### src/verilog/cell_model_pkg.sv
// Constants, widths and register map of the cell model lookup block
package cell_model_pkg;
  // ------------------------------------------------------------
  // Widths
  // ------------------------------------------------------------
  localparam int TEMP_W = 8;
  localparam int SLOPE_W = 8;
  localparam int CAP_W = 16;
  localparam int FRAC_W = 10;
  localparam int BYTE_W = 8;
  localparam int ABS_W = 24;
  localparam int SEG_N = 4;
  localparam int SPAN_W = 9;
  localparam int SUM_W = 19;
  localparam int PROD_W = CAP_W + SUM_W;
  // ------------------------------------------------------------
  // Scaling: one slope step of 61 ppm is 2^-14, fraction is 2^-10
  // ------------------------------------------------------------
  localparam int SLOPE_SHIFT = 14;
  localparam int FRAC_SHIFT = 10;
  localparam logic signed [TEMP_W-1:0] TOP_TEMP = 8'sh28;
  // ------------------------------------------------------------
  // Register byte addresses
  // ------------------------------------------------------------
  localparam logic [7:0] ADR_FULL40 = 8'h00;
  localparam logic [7:0] ADR_AE40 = 8'h04;
  localparam logic [7:0] ADR_BREAK = 8'h08;
  localparam logic [7:0] ADR_SLP_FULL = 8'h0C;
  localparam logic [7:0] ADR_SLP_AE = 8'h10;
  localparam logic [7:0] ADR_SLP_SE = 8'h14;
  localparam logic [7:0] ADR_COND = 8'h18;
  localparam logic [7:0] ADR_CHARGE_VOLTAGE_THRESHOLD = 8'h1C;
  localparam logic [7:0] ADR_VAE = 8'h20;
  localparam logic [7:0] ADR_IAE = 8'h24;
  localparam logic [7:0] ADR_CAP_FULL = 8'h28;
  localparam logic [7:0] ADR_CAP_AE = 8'h2C;
  localparam logic [7:0] ADR_CAP_SE = 8'h30;
  localparam logic [7:0] ADR_STATUS = 8'h34;
  localparam logic [7:0] ADR_ABS_FULL = 8'h38;
  // ------------------------------------------------------------
  // Status bit positions and reset values
  // ------------------------------------------------------------
  localparam int ST_CHG = 0;
  localparam int ST_AEV = 1;
  localparam int ST_AEI = 2;
  localparam logic [CAP_W-1:0] RST_FULL40 = 16'h0000;
  localparam logic [FRAC_W-1:0] RST_AE40 = 10'h000;
  localparam logic [BYTE_W-1:0] RST_BYTE = 8'h00;
  localparam logic [31:0] RST_WORD = 32'h0000_0000;
endpackage

### src/verilog/model_if.sv
// Shared model inputs carried from the register file and the temperature input to the curve evaluators
`timescale 1ns/1ps
interface model_if;
  import cell_model_pkg::*;
  logic signed [TEMP_W-1:0] temp;
  logic signed [TEMP_W-1:0] bp12;
  logic signed [TEMP_W-1:0] bp23;
  logic signed [TEMP_W-1:0] bp34;
  logic [CAP_W-1:0] full40;
  modport src (output temp, bp12, bp23, bp34, full40);
  modport eval (input temp, bp12, bp23, bp34, full40);
endinterface

### src/verilog/curve_eval.sv
// One piecewise-linear model curve evaluated at the present temperature
`timescale 1ns/1ps
module curve_eval
  import cell_model_pkg::*;
(
  model_if.eval m,
  input wire logic [SEG_N*SLOPE_W-1:0] slopes_i,
  input wire logic [CAP_W-1:0] anchor_i,
  output logic [CAP_W-1:0] value_o
);
  logic signed [TEMP_W+1:0] t_eff;
  logic signed [TEMP_W+1:0] hi [SEG_N];
  logic signed [TEMP_W+1:0] lo [SEG_N];
  logic [SPAN_W-1:0] span [SEG_N];
  logic [SUM_W-1:0] prod [SEG_N];
  logic [SUM_W-1:0] sum;
  logic [PROD_W-1:0] scaled;
  logic [PROD_W-1:0] delta;

  // ------------------------------------------------------------
  // Segment bounds, segment 4 on top, segment 1 open to the cold
  // ------------------------------------------------------------
  // Above the top anchor every curve is flat
  assign t_eff = (m.temp > TOP_TEMP) ? 10'(TOP_TEMP) : 10'(m.temp);
  assign hi[3] = 10'(TOP_TEMP);
  assign lo[3] = 10'(m.bp34);
  assign hi[2] = 10'(m.bp34);
  assign lo[2] = 10'(m.bp23);
  assign hi[1] = 10'(m.bp23);
  assign lo[1] = 10'(m.bp12);
  assign hi[0] = 10'(m.bp12);
  assign lo[0] = t_eff;

  // ------------------------------------------------------------
  // Span walked down inside each segment, times its slope
  // ------------------------------------------------------------
  for (genvar k = 0; k < SEG_N; k++) begin : g_seg
    logic signed [TEMP_W+1:0] low_end;
    assign low_end = (t_eff > lo[k]) ? t_eff : lo[k];
    // Empty span when above the segment or bounds misordered
    assign span[k] = (hi[k] > low_end) ? SPAN_W'(hi[k] - low_end) : '0;
    // Widen both factors first so the product keeps all its bits
    assign prod[k] = SUM_W'(slopes_i[k*SLOPE_W +: SLOPE_W]) * SUM_W'(span[k]);
  end

  // Sum of slope-degree products, one slope step per 2^-14
  assign sum = prod[0] + prod[1] + prod[2] + prod[3];
  assign scaled = PROD_W'(m.full40) * PROD_W'(sum);
  assign delta = scaled >> SLOPE_SHIFT;
  // Curve value never goes below zero capacity
  assign value_o = (delta >= PROD_W'(anchor_i)) ? '0
                 : CAP_W'(PROD_W'(anchor_i) - delta);
endmodule

### src/verilog/cell_model_lookup.sv
// Top of the cell model lookup: register file, curve lookup, thresholds
//
// Our own choices: register access over Wishbone and the register offsets.
`timescale 1ns/1ps
module cell_model_lookup
  import cell_model_pkg::*;
(
  input wire logic clk_i,
  input wire logic rst_i,
  input wire logic ce_i,
  input wire logic wb_cyc_i,
  input wire logic wb_stb_i,
  input wire logic wb_we_i,
  input wire logic [7:0] wb_adr_i,
  input wire logic [3:0] wb_sel_i,
  input wire logic [31:0] wb_dat_i,
  output logic [31:0] wb_dat_o,
  output logic wb_ack_o,
  input wire logic signed [TEMP_W-1:0] temperature_i,
  input wire logic [BYTE_W-1:0] cell1_voltage_i,
  input wire logic [BYTE_W-1:0] cell2_voltage_i,
  input wire logic [BYTE_W-1:0] discharge_current_i,
  output logic [CAP_W-1:0] full_cap_o,
  output logic [CAP_W-1:0] active_empty_cap_o,
  output logic [CAP_W-1:0] standby_empty_cap_o,
  output logic [ABS_W-1:0] full_abs_o,
  output logic charge_voltage_reached_o,
  output logic active_empty_voltage_o,
  output logic active_empty_current_o
);
  // ------------------------------------------------------------
  // Parameter registers
  // ------------------------------------------------------------
  logic [CAP_W-1:0] full40_reg;
  logic [FRAC_W-1:0] ae40_reg;
  logic signed [TEMP_W-1:0] breakpoint_seg1_seg2_reg;
  logic signed [TEMP_W-1:0] breakpoint_seg2_seg3_reg;
  logic signed [TEMP_W-1:0] breakpoint_seg3_seg4_reg;
  logic [SEG_N*SLOPE_W-1:0] slope_full_reg;
  logic [SEG_N*SLOPE_W-1:0] slope_ae_reg;
  logic [SEG_N*SLOPE_W-1:0] slope_se_reg;
  logic [BYTE_W-1:0] sense_conductance_reg;
  logic [BYTE_W-1:0] charge_voltage_threshold_reg;
  logic [BYTE_W-1:0] active_empty_voltage_threshold_reg;
  logic [BYTE_W-1:0] active_empty_current_threshold_reg;

  // ------------------------------------------------------------
  // Bus side state and decode
  // ------------------------------------------------------------
  logic ack_reg;
  logic [31:0] rdata_reg;
  logic req;
  logic wr_now;
  logic [31:0] lane_mask;
  logic [31:0] rd_word;
  logic [2:0] status;

  // ------------------------------------------------------------
  // Lookup results
  // ------------------------------------------------------------
  logic [CAP_W-1:0] full_val;
  logic [CAP_W-1:0] ae_val;
  logic [CAP_W-1:0] se_val;
  logic [CAP_W-1:0] ae_anchor;
  logic [CAP_W+FRAC_W-1:0] ae_anchor_wide;
  logic [BYTE_W:0] cell_sum;
  logic [BYTE_W-1:0] cell_mean;
  logic [ABS_W-1:0] full_abs;

  model_if mif ();

  // ------------------------------------------------------------
  // Byte-lane mask and write merge
  // ------------------------------------------------------------
  // A request is live while cycle and strobe are both up
  assign req = wb_cyc_i & wb_stb_i;
  // Writes land at the edge on which the master sees the ack
  assign wr_now = req & wb_we_i & ack_reg;
  assign lane_mask = {{8{wb_sel_i[3]}}, {8{wb_sel_i[2]}},
                      {8{wb_sel_i[1]}}, {8{wb_sel_i[0]}}};

  // Merge selected lanes of the bus word into an old value
  function automatic logic [31:0] merge(input logic [31:0] old_w,
                                        input logic [31:0] new_w,
                                        input logic [31:0] mask);
    merge = (old_w & ~mask) | (new_w & mask);
  endfunction

  // ------------------------------------------------------------
  // Register file writes
  // ------------------------------------------------------------
  // Nominal full, active-empty fraction and breakpoints
  always_ff @(posedge clk_i) begin
    if (rst_i) begin
      full40_reg <= RST_FULL40;
      ae40_reg <= RST_AE40;
      breakpoint_seg1_seg2_reg <= RST_BYTE;
      breakpoint_seg2_seg3_reg <= RST_BYTE;
      breakpoint_seg3_seg4_reg <= RST_BYTE;
    end else if (ce_i && wr_now) begin
      case (wb_adr_i)
        ADR_FULL40: begin
          full40_reg <= CAP_W'(merge(32'(full40_reg), wb_dat_i, lane_mask));
        end
        ADR_AE40: begin
          ae40_reg <= FRAC_W'(merge(32'(ae40_reg), wb_dat_i, lane_mask));
        end
        ADR_BREAK: begin
          // Breakpoints above forty are clamped to forty on write
          breakpoint_seg1_seg2_reg <= clamp_bp(wb_sel_i[0] ? wb_dat_i[7:0]
                                               : breakpoint_seg1_seg2_reg);
          breakpoint_seg2_seg3_reg <= clamp_bp(wb_sel_i[1] ? wb_dat_i[15:8]
                                               : breakpoint_seg2_seg3_reg);
          breakpoint_seg3_seg4_reg <= clamp_bp(wb_sel_i[2] ? wb_dat_i[23:16]
                                               : breakpoint_seg3_seg4_reg);
        end
        default: begin
        end
      endcase
    end
  end

  // Keep a signed breakpoint within minus 128 to plus forty
  function automatic logic signed [TEMP_W-1:0] clamp_bp(input logic signed [TEMP_W-1:0] v);
    clamp_bp = (v > TOP_TEMP) ? TOP_TEMP : v;
  endfunction

  // Slopes of segments one to four, one byte each, lane k is segment k+1
  always_ff @(posedge clk_i) begin
    if (rst_i) begin
      slope_full_reg <= RST_WORD;
      slope_ae_reg <= RST_WORD;
      slope_se_reg <= RST_WORD;
    end else if (ce_i && wr_now) begin
      case (wb_adr_i)
        ADR_SLP_FULL: slope_full_reg <= merge(slope_full_reg, wb_dat_i, lane_mask);
        ADR_SLP_AE: slope_ae_reg <= merge(slope_ae_reg, wb_dat_i, lane_mask);
        ADR_SLP_SE: slope_se_reg <= merge(slope_se_reg, wb_dat_i, lane_mask);
        default: begin
        end
      endcase
    end
  end

  // Application parameters, each one byte in lane zero
  always_ff @(posedge clk_i) begin
    if (rst_i) begin
      sense_conductance_reg <= RST_BYTE;
      charge_voltage_threshold_reg <= RST_BYTE;
      active_empty_voltage_threshold_reg <= RST_BYTE;
      active_empty_current_threshold_reg <= RST_BYTE;
    end else if (ce_i && wr_now && wb_sel_i[0]) begin
      case (wb_adr_i)
        ADR_COND: sense_conductance_reg <= wb_dat_i[7:0];
        ADR_CHARGE_VOLTAGE_THRESHOLD: charge_voltage_threshold_reg <= wb_dat_i[7:0];
        ADR_VAE: active_empty_voltage_threshold_reg <= wb_dat_i[7:0];
        ADR_IAE: active_empty_current_threshold_reg <= wb_dat_i[7:0];
        default: begin
        end
      endcase
    end
  end

  // ------------------------------------------------------------
  // Read multiplexer, unmapped addresses read zero
  // ------------------------------------------------------------
  assign rd_word =
    (wb_adr_i == ADR_FULL40) ? 32'(full40_reg) :
    (wb_adr_i == ADR_AE40) ? 32'(ae40_reg) :
    (wb_adr_i == ADR_BREAK) ? {8'h00, breakpoint_seg3_seg4_reg,
                               breakpoint_seg2_seg3_reg, breakpoint_seg1_seg2_reg} :
    (wb_adr_i == ADR_SLP_FULL) ? slope_full_reg :
    (wb_adr_i == ADR_SLP_AE) ? slope_ae_reg :
    (wb_adr_i == ADR_SLP_SE) ? slope_se_reg :
    (wb_adr_i == ADR_COND) ? 32'(sense_conductance_reg) :
    (wb_adr_i == ADR_CHARGE_VOLTAGE_THRESHOLD) ? 32'(charge_voltage_threshold_reg) :
    (wb_adr_i == ADR_VAE) ? 32'(active_empty_voltage_threshold_reg) :
    (wb_adr_i == ADR_IAE) ? 32'(active_empty_current_threshold_reg) :
    (wb_adr_i == ADR_CAP_FULL) ? 32'(full_cap_o) :
    (wb_adr_i == ADR_CAP_AE) ? 32'(active_empty_cap_o) :
    (wb_adr_i == ADR_CAP_SE) ? 32'(standby_empty_cap_o) :
    (wb_adr_i == ADR_STATUS) ? 32'(status) :
    (wb_adr_i == ADR_ABS_FULL) ? 32'(full_abs_o) :
    RST_WORD;

  // Status word shows the threshold comparisons
  assign status = {active_empty_current_o, active_empty_voltage_o,
                   charge_voltage_reached_o};

  // ------------------------------------------------------------
  // Wishbone answer: ack one cycle after the request, for one cycle
  // ------------------------------------------------------------
  always_ff @(posedge clk_i) begin
    if (rst_i) begin
      ack_reg <= 1'b0;
      rdata_reg <= RST_WORD;
    end else if (ce_i) begin
      ack_reg <= req & ~ack_reg;
      if (req && !ack_reg) begin
        rdata_reg <= rd_word;
      end
    end
  end

  assign wb_ack_o = ack_reg;
  assign wb_dat_o = rdata_reg;

  // ------------------------------------------------------------
  // Shared inputs to the three curve evaluators
  // ------------------------------------------------------------
  assign mif.temp = temperature_i;
  assign mif.bp12 = breakpoint_seg1_seg2_reg;
  assign mif.bp23 = breakpoint_seg2_seg3_reg;
  assign mif.bp34 = breakpoint_seg3_seg4_reg;
  assign mif.full40 = full40_reg;

  // Active-empty anchor is the fraction of full at forty degrees
  assign ae_anchor_wide = (CAP_W+FRAC_W)'(full40_reg) * (CAP_W+FRAC_W)'(ae40_reg);
  assign ae_anchor = CAP_W'(ae_anchor_wide >> FRAC_SHIFT);

  // ------------------------------------------------------------
  // Three model curves share one evaluator design
  // ------------------------------------------------------------
  // Full curve anchored at the nominal full value
  curve_eval u_full (
    .m(mif),
    .slopes_i(slope_full_reg),
    .anchor_i(full40_reg),
    .value_o(full_val)
  );

  // Active-empty curve anchored at its stored fraction
  curve_eval u_ae (
    .m(mif),
    .slopes_i(slope_ae_reg),
    .anchor_i(ae_anchor),
    .value_o(ae_val)
  );

  // Standby-empty curve anchored at zero, with no stored anchor
  curve_eval u_se (
    .m(mif),
    .slopes_i(slope_se_reg),
    .anchor_i(RST_FULL40),
    .value_o(se_val)
  );

  // ------------------------------------------------------------
  // Cell mean and absolute scaling
  // ------------------------------------------------------------
  // Mean of both cell inputs, not either cell alone
  assign cell_sum = (BYTE_W+1)'(cell1_voltage_i) + (BYTE_W+1)'(cell2_voltage_i);
  assign cell_mean = BYTE_W'(cell_sum >> 1);
  // Full capacity in voltage-hours times conductance gives charge
  assign full_abs = ABS_W'(full_val) * ABS_W'(sense_conductance_reg);

  // ------------------------------------------------------------
  // Registered lookup results
  // ------------------------------------------------------------
  always_ff @(posedge clk_i) begin
    if (rst_i) begin
      full_cap_o <= RST_FULL40;
      active_empty_cap_o <= RST_FULL40;
      standby_empty_cap_o <= RST_FULL40;
      full_abs_o <= '0;
    end else if (ce_i) begin
      full_cap_o <= full_val;
      active_empty_cap_o <= ae_val;
      standby_empty_cap_o <= se_val;
      full_abs_o <= full_abs;
    end
  end

  // ------------------------------------------------------------
  // Registered threshold comparisons
  // ------------------------------------------------------------
  always_ff @(posedge clk_i) begin
    if (rst_i) begin
      charge_voltage_reached_o <= 1'b0;
      active_empty_voltage_o <= 1'b0;
      active_empty_current_o <= 1'b0;
    end else if (ce_i) begin
      // Voltage side of the full test
      charge_voltage_reached_o <= cell_mean >= charge_voltage_threshold_reg;
      // Below the minimum operating voltage
      active_empty_voltage_o <= cell_mean < active_empty_voltage_threshold_reg;
      // Discharge at least as heavy as the active load
      active_empty_current_o <= discharge_current_i >= active_empty_current_threshold_reg;
    end
  end
endmodule

### config.mk
export PLATFORM = sky130hd
export DESIGN_NAME = cell_model_lookup
export DESIGN_NICKNAME = d
export VERILOG_FILES = /design/src/verilog/cell_model_pkg.sv /design/src/verilog/model_if.sv /design/src/verilog/curve_eval.sv /design/src/verilog/cell_model_lookup.sv
export SDC_FILE = /design/constraint.sdc
export NUM_CORES = 2
export LEC_CHECK = 0
export ABC_AREA = 1
export CORE_UTILIZATION = 35
export CTS_BUF_LIST = sky130_fd_sc_hd__clkbuf_8
export DETAILED_ROUTE_END_ITERATION = 12
export DONT_BUFFER_PORTS = 1
export GPL_ROUTABILITY_DRIVEN = 0
export GPL_TIMING_DRIVEN = 0
export HOLD_SLACK_MARGIN = 0.1
export PLACE_DENSITY = 0.53
export SYNTH_ARGS = -nofsm -noshare
export SYNTH_HDL_FRONTEND = slang
export SYNTH_HIERARCHICAL = 1
export SYNTH_SLANG_ARGS = --single-unit
### constraint.sdc
create_clock -name clk_i -period 18.9 [get_ports clk_i]
set_input_delay 0.945 -clock clk_i [delete_from_list [all_inputs] [get_ports clk_i]]
set_output_delay 0.945 -clock clk_i [all_outputs]
set_load 0.02 [all_outputs]
==> results_dict.tcl <==
set metrics [dict create \
    fmax_mhz 49.37 \
    hpwl_mm 285.6 \
    async_flop_share_pct 0 \
    overflow 0 \
    yosys_warnings 6 \
    viasPerCell 4.973 \
    ys_seq_area_share_pct 6.256 \
    cp_max_fo 8 \
    grt_max_degree 20 \
    cts_tree "done" \
    row_count 187 \
    synth-edff-count 0 \
    setup_ws_ns -1.356 \
    die_height_um 513.4 \
    ios 190 \
    critPathArrivalTime_ns 20.92 \
    final_hold_viol_count 0 \
    cts_buffer_depth 3 \
    p_leak_nw 51.99 \
    drt_iter0_drc 5945 \
    drive_gt1_share_pct 10.28 \
    yosys.cell_count.top_type "inv_1" \
    portBuffers 0 \
    powerDensity_mw_per_mm2 25.72 \
    setup_violations 20 \
    status "complete, but fails checks" \
    syn_inst 11990 \
    critPathMaxStageDelay_ns 0.57 \
    synth_area_leaders "fa_1 (37%), ha_1 (15%), inv_1 (12%), nand2_1 (9.2%), dfxtp_1 (6.3%)" \
    grt_pass1_vias 80510 \
    worstSetupPathType "primary input to flip-flop" \
    rsz0062_at_grt "yes" \
    violations "negative setup slack" \
    antenna_found_initial 17 \
    crit_required_ns 19.56 \
    htree_levels 2 \
    clkSinkCount 286 \
    clkTransAtPathRegs_ns 0.07 \
    drt-pass1-iter-count 6 \
    coreArea_mm2 0.2597 \
    syn-cell-area_mm2 0.09152 \
    route.detailed.drc 0 \
    slew_viol_final 0 \
    worst_path_max_delay_cell "fa_2" \
    cp_common_cell "fa_1" \
    yosys.area.top_type "fa_1" \
    ir_worst_vdd_mv 0.04545 \
    grt_pass1_wl_mm 509.5 \
    ys_types 79 \
    die_x_um 513.4 \
    vias 78580 \
    synth_common_cells "inv_1 (2994), nand2_1 (2233), fa_1 (1673), ha_1 (1075), nor2_1 (1003)" \
    startpoint_type "primary input" \
    nets 15180 \
    synth-main-ff-cell "dfxtp_1" \
    fin_crit_ns 20.26 \
    clkLatencyLatePin_ns 0.77 \
    track_usage_pct 25.71 \
    area_growth_pct 12.57 \
    setup_tns_ns -19.98 \
    yosys.area.top_type_share_pct 36.59 \
    cap_viol_max_count 0 \
    syn_area_per_cell_um2 7.637 \
    skew_ns 0.08089 \
    tightestPinTransition_ns 1.466 \
    hp-class "primary input to flip-flop" \
    root_buffer "clkbuf_8" \
    drtAntennaViolNets 0 \
    start_util_pct 35.24 \
    ys_ff_latch 286 \
    cp-end-kind "flip-flop" \
    relSlewSlack_pct 2.286 \
    finalPower_mw 2.650 \
    dieArea_mm2 0.2635 \
    wl_per_cell_um 21.22 \
    routed_wl_mm 335.3 \
    cts_buffers 55 \
    period_share_pct 107.2 \
]
stage by stage:
step | util (%) | area, um2 | worst slack (ns) | hold slack, ns | std cells
after floorplan | - | 92720 | -0.1825 | 0.4426 | 12090
after global placement | 37.34 | 96980 | -4.827 | 0.5144 | 15490
after detailed placement | 37.35 | 97000 | -4.369 | 0.5161 | 15490
after CTS | 39.04 | 101400 | -1.006 | 0.3090 | 15740
after global routing | 39.67 | 103000 | -2.129 | 0.3331 | 15800
final | 39.67 | 103000 | -1.356 | 0.3490 | 15800
cells by family after synthesis:
family | share of synthesized area, %
buf+inv | 14.25
flops | 6.256
mux | 0.07656
simple gates | 18.45
xor+xnor | 1.836
other cells | 0.02871
compound gates | 7.807
fa+ha+maj | 51.29
final timing paths:
kind,slack (ns),cells after the start,start,end
worst max-delay path,-1.36,102,temperature_i[6],full_abs_o[21]
worst min-delay path,0.35,2,wb_dat_i[12],flip-flop
worst max register to register,-1.30,92,breakpoint_seg1_seg2_reg[0],full_abs_o[21]
worst min register to register,0.52,2,flip-flop,flip-flop
metal layers:
layer  track usage, %  vias up  routed length [um]
met5                0        -                  57
met4            9.985       10               15530
met3            4.338      502               24460
met2            41.65     2538              152800
met1            34.08    38940              142500
li1                 -    36590                   -
worst max-delay path: cells and delay by family:
| family | cells | cell delay (ns) |
|---|---|---|
| buffers and inverters | 20 | 2.06 |
| XOR/XNOR | 1 | 0.29 |
| AND/OR/NAND/NOR | 36 | 3.67 |
| AO/OA/AOI/OAI | 20 | 2.78 |
| adder cells (fa/ha/maj) | 25 | 11.08 |
report_power, final:
part	leakage, nW	switching [mW]	internal, mW
sequential	2.33	0.0320	0.612
combinational	49.0	0.913	0.438
clock	0.632	0.333	0.321
layout by cell type (no fill, tap or decap), types with 39 or more instances in the layout:
master / Yosys / layout
a21oi_1: 630 / 566
a21oi_2: 3 / 48
buf_2: 47 / 39
buf_4: 11 / 188
buf_6: 11 / 40
clkbuf_1: 251 / 204
clkbuf_8: 0 / 69
conb_1: 7 / 107
dfxtp_1: 286 / 267
fa_1: 1673 / 1648
ha_1: 1075 / 997
ha_4: 0 / 65
inv_1: 2994 / 2935
inv_2: 49 / 103
nand2_1: 2233 / 2109
nand2_2: 47 / 115
nand2_4: 5 / 55
nand3_1: 356 / 333
nand4_1: 93 / 93
nor2_1: 1003 / 935
nor2_2: 18 / 54
nor2_4: 28 / 60
nor3_1: 86 / 78
o21ai_0: 432 / 371
o21ai_1: 22 / 60
or2_2: 82 / 76
xnor2_1: 81 / 63
xor2_1: 109 / 80
repair_timing:
item                                    CTS  global route
hold endpoints to repair                  0             0
gates cloned                              2             1
hold buffers                              0             0
resized for setup                       510           318
pin swaps                               205           139
buffers inserted                        151            61
endpoints found under the setup margin   72            54
layout make-up:
| type | count | area, um2 |
|---|---|---|
| Fill cell | 27390 | 156700 |
| Inverter | 3071 | 11650 |
| Timing Repair Buffer | 213 | 1837 |
| Antenna cell | 8 | 20.02 |
| Tap cell | 3402 | 4257 |
| Sequential cell | 286 | 5754 |
| Multi-Input combinational cell | 8373 | 76540 |
| Buffer | 349 | 1873 |
| Clock inverter | 41 | 287.8 |
| Clock buffer | 59 | 812.0 |
No activity file was read; power rests on OpenSTA's default activity.
